--- config.mk ---
export PLATFORM = sky130hd
export DESIGN_NAME = tws_slave_port
export DESIGN_NICKNAME = d
export VERILOG_FILES = /design/src/rtl/tws_pkg.sv /design/src/rtl/tws_line_if.sv /design/src/rtl/tws_line_watch.sv /design/src/rtl/tws_slave_port.sv
export SDC_FILE = /design/constraint.sdc
export NUM_CORES = 1
export LEC_CHECK = 0
export BUFFER_PORTS_ARGS = -buffer_cell sky130_fd_sc_hd__clkbuf_2
export CAP_MARGIN = 20
export CORE_ASPECT_RATIO = 0.75
export CORE_MARGIN = 2
export CORE_UTILIZATION = 50
export CTS_CLUSTER_SIZE = 28
export DETAILED_ROUTE_END_ITERATION = 7
export GPL_TIMING_DRIVEN = 1
export HOLD_SLACK_MARGIN = 0.08
export PLACE_DENSITY = 0.75
export REMOVE_ABC_BUFFERS = 1
export SLEW_MARGIN = 20
export SYNTH_ARGS = -nofsm -noshare
export SYNTH_HDL_FRONTEND = slang
export SYNTH_HIERARCHICAL = 1
export SYNTH_SLANG_ARGS = --single-unit
--- constraint.sdc ---
create_clock -name i_clk -period 1.8 [get_ports i_clk]
set_input_delay 0.18 -clock i_clk [delete_from_list [all_inputs] [get_ports i_clk]]
set_output_delay 0.18 -clock i_clk [all_outputs]
set_load 0.01 [all_outputs]
--- src/rtl/tws_pkg.sv ---
`default_nettype none

package tws_pkg;

   localparam int unsigned ADDR_W = 8;
   localparam int unsigned DATA_W = 8;

   // Register offsets on the plain register port.
   localparam logic [ADDR_W-1:0] OFS_CONTROL_STATUS = 8'h9D;
   localparam logic [ADDR_W-1:0] OFS_OWN_ADDRESS    = 8'h9E;
   localparam logic [ADDR_W-1:0] OFS_DATA_BUFFER    = 8'h9F;

   // Field positions of the control and status register.
   localparam int unsigned BIT_INTERFACE_ENABLE = 7;
   localparam int unsigned BIT_EVENT_FLAG       = 6;
   localparam int unsigned BIT_GC_MATCHED       = 4;
   localparam int unsigned BIT_ACK_ENABLE       = 3;
   localparam int unsigned BIT_STATE_HI         = 2;

   // Field positions of the own-address register.
   localparam int unsigned BIT_OWN_ADDR_HI = 7;
   localparam int unsigned BIT_OWN_ADDR_LO = 1;
   localparam int unsigned BIT_GC_ENABLE   = 0;

   // Reset values.
   localparam logic [DATA_W-1:0] RST_CONTROL_STATUS = 8'h00;
   localparam logic [DATA_W-1:0] RST_OWN_ADDRESS    = 8'h00;
   localparam logic [DATA_W-1:0] RST_DATA_BUFFER    = 8'h00;

   // Personality select value that routes the shared port to this block.
   localparam logic [1:0] PERSONALITY_TWO_WIRE = 2'h2;

   // General call address.
   localparam logic [6:0] GENERAL_CALL_ADDR = 7'h00;

   // Bit counting within one frame: eight data bits then the acknowledge.
   localparam logic [3:0] CNT_BYTE_DONE = 4'h8;
   localparam logic [3:0] CNT_ACK_DONE  = 4'h9;

   // State codes shown to software.
   localparam logic [2:0] CODE_IDLE        = 3'h0;
   localparam logic [2:0] CODE_FIRST_FRAME = 3'h1;
   localparam logic [2:0] CODE_RECEIVE     = 3'h2;
   localparam logic [2:0] CODE_TRANSMIT    = 3'h3;
   localparam logic [2:0] CODE_TX_NACKED   = 3'h4;
   localparam logic [2:0] CODE_TX_STOPPED  = 3'h5;

   typedef enum logic [2:0]
   {
      TWS_IDLE,
      TWS_FIRST_FRAME,
      TWS_RECEIVE,
      TWS_TRANSMIT,
      TWS_TX_NACKED,
      TWS_TX_STOPPED
   } tws_state_e;

endpackage

`default_nettype wire

--- src/rtl/tws_line_if.sv ---
`timescale 1ns/1ps
`default_nettype none

// Sampled bus lines and their conditions, passed from the line watcher.
interface tws_line_if;
   logic scl;
   logic sda;
   logic scl_rise;
   logic scl_fall;
   logic start_seen;
   logic stop_seen;

   modport watcher
   (
      output scl,
      output sda,
      output scl_rise,
      output scl_fall,
      output start_seen,
      output stop_seen
   );

   modport user
   (
      input scl,
      input sda,
      input scl_rise,
      input scl_fall,
      input start_seen,
      input stop_seen
   );
endinterface

`default_nettype wire

--- src/rtl/tws_line_watch.sv ---
`timescale 1ns/1ps
`default_nettype none

// Two-flop synchronisers on both lines, then edge and condition detection.
module tws_line_watch
(
   input  wire logic i_clk,
   input  wire logic i_sys_rst,
   input  wire logic i_scl,
   input  wire logic i_sda,
   tws_line_if.watcher line
);
   import tws_pkg::*;

   logic scl_meta_r;
   logic scl_sync_r;
   logic scl_last_r;
   logic sda_meta_r;
   logic sda_sync_r;
   logic sda_last_r;

   // Both lines idle high through the pull-up, so reset to one.
   always_ff @(posedge i_clk)
   begin
      if (i_sys_rst)
      begin
         scl_meta_r <= 1'b1;
         scl_sync_r <= 1'b1;
         scl_last_r <= 1'b1;
         sda_meta_r <= 1'b1;
         sda_sync_r <= 1'b1;
         sda_last_r <= 1'b1;
      end
      else
      begin
         scl_meta_r <= i_scl;
         scl_sync_r <= scl_meta_r;
         scl_last_r <= scl_sync_r;
         sda_meta_r <= i_sda;
         sda_sync_r <= sda_meta_r;
         sda_last_r <= sda_sync_r;
      end
   end

   // Start and stop need the clock high across the data change.
   assign line.scl        = scl_sync_r;
   assign line.sda        = sda_sync_r;
   assign line.scl_rise   = scl_sync_r & ~scl_last_r;
   assign line.scl_fall   = ~scl_sync_r & scl_last_r;
   assign line.start_seen = scl_sync_r & scl_last_r & sda_last_r & ~sda_sync_r;
   assign line.stop_seen  = scl_sync_r & scl_last_r & ~sda_last_r & sda_sync_r;

endmodule // tws_line_watch

`default_nettype wire

--- src/rtl/tws_slave_port.sv ---
`timescale 1ns/1ps
`default_nettype none

// How it works
// - Block works only while the personality select input holds binary 10.
// - Slave only: never makes start, stop or drives the clock line.
// - Control bit 7 enables the slave; resets to zero.
// - Event flag bit 6 set on match, each byte, restart and stop.
// - Bit 4 shows a general call match, then clears by itself.
// - Acknowledge enable bit 3 lets the slave accept master data.
// - Code 000 is idle; a stop always returns there.
// - Eighth bit of the first frame: one is read, zero is write.
// - Code 010 means receiving, code 011 means transmitting.
// - Master not-acknowledge while sending moves to code 100.
// - Acknowledge enable cleared while sending moves to code 101.
// - Address register bits 7 to 1 hold own address; resets to zero.
// - Address register bit 0 enables answering the general call.
// - Data register at 9F holds the byte received or to send.
// - On own address match, drive acknowledge low in ninth period.
// - Acknowledge enable cleared while receiving: no acknowledge, back to idle.
// - General call address zero selects a write into receive state.
// - In read direction the data register byte is sent unaided.
module tws_slave_port
(
   input  wire logic                  i_clk,
   input  wire logic                  i_sys_rst,
   input  wire logic [1:0]            i_port_personality_select,
   input  wire logic [tws_pkg::ADDR_W-1:0] i_addr,
   input  wire logic [tws_pkg::DATA_W-1:0] i_wdata,
   input  wire logic                  i_wr,
   input  wire logic                  i_rd,
   output var  logic [tws_pkg::DATA_W-1:0] o_rdata,
   input  wire logic                  i_scl,
   input  wire logic                  i_sda,
   output var  logic                  o_sda_o,
   output var  logic                  o_sda_oe
);
   import tws_pkg::*;

   tws_line_if line ();
   tws_state_e        state_r;
   tws_state_e        state_nxt;
   logic [3:0]        bit_cnt_r;
   logic [3:0]        bit_cnt_nxt;
   logic [7:0]        shift_r;
   logic [7:0]        shift_nxt;
   logic              read_dir_r;
   logic              read_dir_nxt;
   logic              master_nack_r;
   logic              master_nack_nxt;
   logic              sda_oe_r;
   logic              sda_oe_nxt;
   logic              enable_r;
   logic              event_flag_r;
   logic              gc_matched_r;
   logic              gc_matched_nxt;
   logic              ack_enable_r;
   logic [6:0]        own_addr_r;
   logic              gc_enable_r;
   logic [7:0]        data_r;
   logic [7:0]        rdata_r;
   logic              hw_event;
   logic              hw_data_load;
   logic [2:0]        state_code;

   tws_line_watch u_watch
   (
      .i_clk     (i_clk),
      .i_sys_rst (i_sys_rst),
      .i_scl     (i_scl),
      .i_sda     (i_sda),
      .line      (line)
   );

   // Register decode.
   wire sel_ctl  = (i_addr == OFS_CONTROL_STATUS);
   wire sel_own  = (i_addr == OFS_OWN_ADDRESS);
   wire sel_data = (i_addr == OFS_DATA_BUFFER);
   wire wr_ctl   = i_wr & sel_ctl;
   wire wr_own   = i_wr & sel_own;
   wire wr_data  = i_wr & sel_data;

   // The block is live only in two-wire personality with the enable set.
   wire active   = enable_r &
                   (i_port_personality_select == PERSONALITY_TWO_WIRE);

   // First-frame decisions, taken from the shifted byte.
   wire [6:0] frame_addr = shift_r[7:1];
   wire       frame_rw   = shift_r[0];
   wire       own_hit    = (frame_addr == own_addr_r);
   wire       gc_hit     = gc_enable_r &
                           (frame_addr == GENERAL_CALL_ADDR) &
                           ~frame_rw;
   wire       addr_hit   = own_hit | gc_hit;
   wire ack_slot_begin = line.scl_fall & (bit_cnt_r == CNT_BYTE_DONE);
   wire ack_slot_end   = line.scl_fall & (bit_cnt_r == CNT_ACK_DONE);
   wire in_frame       = (state_r != TWS_IDLE);
   wire mid_transfer   = in_frame & (state_r != TWS_FIRST_FRAME);

   always_comb
   begin
      state_nxt       = state_r;
      bit_cnt_nxt     = bit_cnt_r;
      shift_nxt       = shift_r;
      read_dir_nxt    = read_dir_r;
      master_nack_nxt = master_nack_r;
      sda_oe_nxt      = sda_oe_r;
      gc_matched_nxt  = gc_matched_r;
      hw_event        = 1'b0;
      hw_data_load    = 1'b0;
      if (!active)
      begin
         state_nxt   = TWS_IDLE;
         bit_cnt_nxt = 4'h0;
         sda_oe_nxt  = 1'b0;
      end
      else if (line.stop_seen)
      begin
         // A stop ends any transfer, whatever the state.
         state_nxt      = TWS_IDLE;
         bit_cnt_nxt    = 4'h0;
         sda_oe_nxt     = 1'b0;
         gc_matched_nxt = 1'b0;
         hw_event       = in_frame;
      end
      else if (line.start_seen)
      begin
         state_nxt      = TWS_FIRST_FRAME;
         bit_cnt_nxt    = 4'h0;
         sda_oe_nxt     = 1'b0;
         gc_matched_nxt = 1'b0;
         hw_event       = mid_transfer;
      end
      else if (in_frame)
      begin
         if (line.scl_rise)
         begin
            if ((bit_cnt_r < CNT_BYTE_DONE) && (state_r != TWS_TRANSMIT))
            begin
               shift_nxt = {shift_r[6:0], line.sda};
            end
            else if (bit_cnt_r == CNT_BYTE_DONE)
            begin
               master_nack_nxt = line.sda;
            end
            if (bit_cnt_r < CNT_ACK_DONE)
            begin
               bit_cnt_nxt = bit_cnt_r + 4'h1;
            end
         end
         else if (ack_slot_begin)
         begin
            unique case (state_r)
               TWS_FIRST_FRAME:
               begin
                  if (addr_hit)
                  begin
                     sda_oe_nxt     = 1'b1;
                     read_dir_nxt   = frame_rw;
                     gc_matched_nxt = gc_hit & ~own_hit;
                     hw_event       = 1'b1;
                  end
                  else
                  begin
                     state_nxt   = TWS_IDLE;
                     bit_cnt_nxt = 4'h0;
                  end
               end
               TWS_RECEIVE:
               begin
                  hw_data_load = 1'b1;
                  hw_event     = 1'b1;
                  if (ack_enable_r)
                  begin
                     sda_oe_nxt = 1'b1;
                  end
                  else
                  begin
                     // Byte is kept, but no acknowledge and no more data.
                     state_nxt   = TWS_IDLE;
                     bit_cnt_nxt = 4'h0;
                  end
               end
               TWS_TRANSMIT:
               begin
                  sda_oe_nxt = 1'b0;
                  hw_event   = 1'b1;
               end
               default: sda_oe_nxt = 1'b0;
            endcase
         end
         else if (ack_slot_end)
         begin
            bit_cnt_nxt = 4'h0;
            sda_oe_nxt  = 1'b0;
            unique case (state_r)
               TWS_FIRST_FRAME:
               begin
                  if (read_dir_r)
                  begin
                     state_nxt  = TWS_TRANSMIT;
                     shift_nxt  = data_r;
                     sda_oe_nxt = ~data_r[7];
                  end
                  else
                  begin
                     state_nxt = TWS_RECEIVE;
                  end
               end
               TWS_TRANSMIT:
               begin
                  if (master_nack_r)
                  begin
                     state_nxt = TWS_TX_NACKED;
                  end
                  else if (!ack_enable_r)
                  begin
                     state_nxt = TWS_TX_STOPPED;
                  end
                  else
                  begin
                     shift_nxt  = data_r;
                     sda_oe_nxt = ~data_r[7];
                  end
               end
               default: state_nxt = state_r;
            endcase
         end
         else if (line.scl_fall & (state_r == TWS_TRANSMIT) &
                  (bit_cnt_r < CNT_BYTE_DONE))
         begin
            // Next data bit goes out while the clock is low.
            sda_oe_nxt = ~shift_r[3'h7 - bit_cnt_r[2:0]];
         end
      end
   end

   always_ff @(posedge i_clk)
   begin
      if (i_sys_rst)
      begin
         state_r       <= TWS_IDLE;
         bit_cnt_r     <= 4'h0;
         shift_r       <= 8'h00;
         read_dir_r    <= 1'b0;
         master_nack_r <= 1'b0;
         sda_oe_r      <= 1'b0;
         gc_matched_r  <= 1'b0;
      end
      else
      begin
         state_r       <= state_nxt;
         bit_cnt_r     <= bit_cnt_nxt;
         shift_r       <= shift_nxt;
         read_dir_r    <= read_dir_nxt;
         master_nack_r <= master_nack_nxt;
         sda_oe_r      <= sda_oe_nxt;
         gc_matched_r  <= gc_matched_nxt;
      end
   end

   // Software registers. A hardware event in the clearing cycle wins.
   wire flag_keep  = event_flag_r & ~(wr_ctl & ~i_wdata[BIT_EVENT_FLAG]);
   wire flag_nxt   = hw_event | flag_keep;
   // A received byte overwrites a software write in the same cycle.
   wire [7:0] data_nxt = hw_data_load ? shift_r :
                         (wr_data ? i_wdata : data_r);

   always_ff @(posedge i_clk)
   begin
      if (i_sys_rst)
      begin
         enable_r     <= RST_CONTROL_STATUS[BIT_INTERFACE_ENABLE];
         event_flag_r <= RST_CONTROL_STATUS[BIT_EVENT_FLAG];
         ack_enable_r <= RST_CONTROL_STATUS[BIT_ACK_ENABLE];
         own_addr_r   <= RST_OWN_ADDRESS[BIT_OWN_ADDR_HI:BIT_OWN_ADDR_LO];
         gc_enable_r  <= RST_OWN_ADDRESS[BIT_GC_ENABLE];
         data_r       <= RST_DATA_BUFFER;
      end
      else
      begin
         event_flag_r <= flag_nxt;
         data_r       <= data_nxt;
         if (wr_ctl)
         begin
            enable_r     <= i_wdata[BIT_INTERFACE_ENABLE];
            ack_enable_r <= i_wdata[BIT_ACK_ENABLE];
         end
         if (wr_own)
         begin
            own_addr_r  <= i_wdata[BIT_OWN_ADDR_HI:BIT_OWN_ADDR_LO];
            gc_enable_r <= i_wdata[BIT_GC_ENABLE];
         end
      end
   end

   always_comb
   begin
      unique case (state_r)
         TWS_IDLE:        state_code = CODE_IDLE;
         TWS_FIRST_FRAME: state_code = CODE_FIRST_FRAME;
         TWS_RECEIVE:     state_code = CODE_RECEIVE;
         TWS_TRANSMIT:    state_code = CODE_TRANSMIT;
         TWS_TX_NACKED:   state_code = CODE_TX_NACKED;
         TWS_TX_STOPPED:  state_code = CODE_TX_STOPPED;
         default:         state_code = CODE_IDLE;
      endcase
   end

   // Reserved bit 5 reads as zero.
   wire [7:0] ctl_view = {enable_r, event_flag_r, 1'b0, gc_matched_r,
                          ack_enable_r, state_code};
   wire [7:0] own_view = {own_addr_r, gc_enable_r};
   wire [7:0] read_mux = sel_ctl  ? ctl_view :
                         sel_own  ? own_view :
                         sel_data ? data_r   : 8'h00;

   always_ff @(posedge i_clk)
   begin
      if (i_sys_rst)
      begin
         rdata_r <= 8'h00;
      end
      else
      begin
         rdata_r <= i_rd ? read_mux : 8'h00;
      end
   end

   assign o_rdata  = rdata_r;
   // Open drain: the line is only ever pulled low, the clock never driven.
   assign o_sda_o  = 1'b0;
   assign o_sda_oe = sda_oe_r;

endmodule // tws_slave_port

`default_nettype wire

==> impl_results.md <==
- Outcome: finished, violations left
- Failing checks: setup timing
- Max IR drop VDD: between 0.0004 and 0.0005 V
- Final Util: roughly 73%
- Most numerous cell in the Yosys netlist: dfxtp_1
- Nets: between 400 and 500
- Yosys cell types: 64
- Largest net degree at the start of global routing: roughly 40
- Total Wirelength: roughly 9700 um
- Min Tclk post-route: between 2 and 2.5 ns
- Vias per inst: slightly above 6
- Core outline area: about 5800 um^2
- Synth top cells by count: 52 x dfxtp_1, 46 x nor2_1, 33 x mux2i_1
- Most common cell type on the critical path: buf_4
- Root Driver: clkbuf_8
- Crit path depth: 9
- Clock buffer depth: 2
- Critical-path cell list: nor4b_4 > buf_4 > buf_4 > a21oi_2 > a211oi_2 > o21a_1 > buf_4 > mux2i_1 > nor2_1
- Drc violations: 0
- Reg-to-Reg Start: bit_cnt_r[1]
- Worst rel slew slack: around three fifths
- Synth Flop Type: dfxtp_1
- Worst-Margin Slew: 0.602 ns
- Cell Area, Placed: 3580 um^2
- Netlist Area Pre-Place: ~3000 um^2
- Hold Vio Cnt, Final: 0
- Seq/Total Area, Yosys: approximately a third
- Final Cell Area: 4210 um^2
- Final Skew: approximately 0.0035 ns
- Slowest CP cell: dfxtp_4
- Hold/Removal Path Class: in2reg
- Max-Cap Viols: 0
- Delay of the slowest cell on the worst path: roughly 0.38 ns
- Clock Sinks: 52
- Reg clk slew, reported paths: 0.10 ns
- CP Launch Type: register
- P&R area growth vs syn: 41.4%
- Reg-to-reg endpoint: bit_cnt_r[1]
- Seq pwr share: 52.6%
- All-Layer GR Usage: a little over a quarter
- Pwr/cell area: 522 nW/um^2
- Final cycle utilization of the critical path: 114%
- Leading area contributor after synthesis: dfxtp_1
- Leading post-synthesis cells by cell area: dfxtp_1 35%, mux2i_1 11%, nor2_1 5.8%, a211oi_2 4.2%, a311oi_2 4.0%
- P_int: about 1.7 mW
- Synth top area share: between 30% and 40%
- Hold depth: 3
- Worst-path maximum fanout: 3
- CP startpoint: bit_cnt_r[1]
- Skew-Pair Late Insertion Delay: 0.32 ns
- Synth Warn #: 6
- Syn avg cell area: around 9.4 um^2
- Worst Path Arrival: approximately 2.3 ns
- Async set-reset flop share out of synthesis: 0%
- RSZ-0062 raised after global routing: yes
- Final setup fails: 16
- Synth Instances: between 300 and 400
- Final setup margin: -0.246 ns
- WHS: between 0.1 and 0.15 ns
- Die Ht: about 70 um
- Total number of vias: approximately 3000
- Die X: roughly 93 um
- IO buf count: 32
- Initial DRC count: 299
- Post-synth EDFFs: 0
- TritonCTS clock tree: built
- Combinational power share: under 10%
- Clock Power Share: between 40% and 50%
- CP bufs+invs: 3
- Placed wire-length estimate: 5820 um
- Data required time of the worst path: between 2 and 2.5 ns
- Yosys reg bits: 52
- ANT nets after route: 0
- Final antenna diode count: 0
- TritonCTS Buffers: 5
- Crit end category: register
- R2R cell count: 9
- Setup TNS: -1.76 ns
- Initial antenna violation count: 0
- Sw Ratio: 22.4%
- Vias in the first global route: ~2800
- Leak Pwr: roughly 1.6 nW
- First-pass GRT wire length: 13800 um
- Dpl cells: 462
- H-tree depth: 2
- Final Slew Violations: 0
- Die area: about 6600 um^2
- Worst reg-to-reg setup slack: -0.25 ns
- Number of placement rows: 24
- Number of placed I/O pins: 34
- Routed len/inst: 19.8 um
- P_sw: just under 500 uW
- Global route overflow: 0
- Hold Path End: gc_enable_r
- Initial core utilization: about half
- GPL Wtd Cong: between 0.9 and 1
- Critical setup path kind: reg2reg
- DRT Pass-1 Iters: 5
- Layout cell share with drive strength beyond 1: between 40% and 50%
- Final std cells w/o fill: ~490
- Cell family with most CP delay: compound AO/OA/AOI/OAI gates
- Fmax: between 400 and 500 MHz
- Hold_sp: i_wdata[0]
cells by family after synthesis:
family	count (synthesis)	share of synthesized area, %
muxes	36	13.2
DFF	52	35.0
adders and majority gates	3	1.26
other	1	0.126
xor gates and xnor gates	8	2.36
buffers and inverters	27	4.84
AOI/OAI and AO/OA	69	20.3
and+or+nand+nor	122	22.9
layout by cell type (no fill, tap or decap), types with 3 or more instances in the layout:
cell type,n
buf_6,6
clkbuf_2,32
buf_12,4
xnor2_1,7
nand2_1,14
nand2b_1,4
a311oi_2,9
a21oi_1,13
buf_4,64
nand3_1,4
nor3_1,6
dfxtp_2,7
o21ai_1,3
dfxtp_1,43
nor4_1,4
inv_1,3
a21oi_2,9
nor2_2,5
mux2i_1,33
clkbuf_8,7
a211oi_2,10
or2_1,6
nor2_1,41
nand3b_1,3
nor4_4,3
sequential cells by signal, summed over array words and instances, names as in the netlist:
| name | cells |
|---|---|
| ack_enable_r | 1 |
| bit_cnt_r | 4 |
| data_r | 8 |
| enable_r | 1 |
| event_flag_r | 1 |
| gc_enable_r | 1 |
| gc_matched_r | 1 |
| master_nack_r | 1 |
| o_rdata | 8 |
| o_sda_oe | 1 |
| own_addr_r | 7 |
| read_dir_r | 1 |
| shift_r | 8 |
| state_r | 3 |
| u_watch/line.scl | 1 |
| u_watch/line.sda | 1 |
| u_watch/scl_last_r | 1 |
| u_watch/scl_meta_r | 1 |
| u_watch/sda_last_r | 1 |
| u_watch/sda_meta_r | 1 |
power groups by stage:
| stage | Combinational, mW | Clock, mW | Sequential, mW |
|---|---|---|---|
| 2_1_floorplan | 0.0380 | 0 | 1.18 |
| 3_3_place_gp | 0.112 | 0 | 1.18 |
| 3_5_place_dp | 0.114 | 0 | 1.19 |
| 4_1_cts | 0.124 | 0.899 | 1.16 |
| 5_1_grt | 0.149 | 0.961 | 1.16 |
| 6_report | 0.141 | 0.902 | 1.16 |
metal layers:
metal / part of all wire [%] / wire (um) / global-route usage (%) / vias up
met5: 0 / 0 / 0 / -
met4: 2.8 / 268 / 7.52 / 0
met3: 8.6 / 832 / 6.60 / 33
met2: 45 / 4370 / 40.6 / 188
met1: 44 / 4260 / 37.8 / 1431
li1: - / - / - / 1358
how the worst max path moves through the flow:
stage                               to  slack [ns]
after floorplan           bit_cnt_r[3]       -0.83
after global placement    bit_cnt_r[3]       -0.10
after detailed placement    state_r[0]       -0.18
after CTS                   state_r[0]       -0.08
after global routing      bit_cnt_r[1]       -0.28
final                     bit_cnt_r[1]       -0.25
worst min-delay path, cell delays in order:
cell,delay (ns)
clkbuf_2,0.09
mux2i_1,0.06
nor2_1,0.07
what timing repair did:
item | 4_1_cts | 5_1_grt
buffers inserted | 8 | 11
hold buffers | 2 | 0
gates cloned | 1 | 1
gates resized for setup | 30 | 44
endpoints found under the setup margin | 18 | 28
pin swaps | 13 | 16
endpoints found under the hold margin | 2 | 0
area by class of cell:
| class | instances | area [um^2] |
|---|---|---|
| Timing Repair Buffer | 109 | 833 |
| Sequential cell | 52 | 1060 |
| Multi-Input combinational cell | 240 | 2070 |
| Inverter | 5 | 23.8 |
| Fill cell | 387 | 1560 |
| Clock buffer | 7 | 96.3 |
| Clock inverter | 1 | 30.0 |
| Tap cell | 78 | 97.6 |
metrics by stage:
step | power, mW | setup slack, ns
after floorplan | 1.22 | -0.830
after global placement | 1.30 | -0.105
after detailed placement | 1.30 | -0.180
after CTS | 2.18 | -0.0797
after global routing | 2.27 | -0.283
final | 2.20 | -0.246
(Power assumes the default switching activity.)
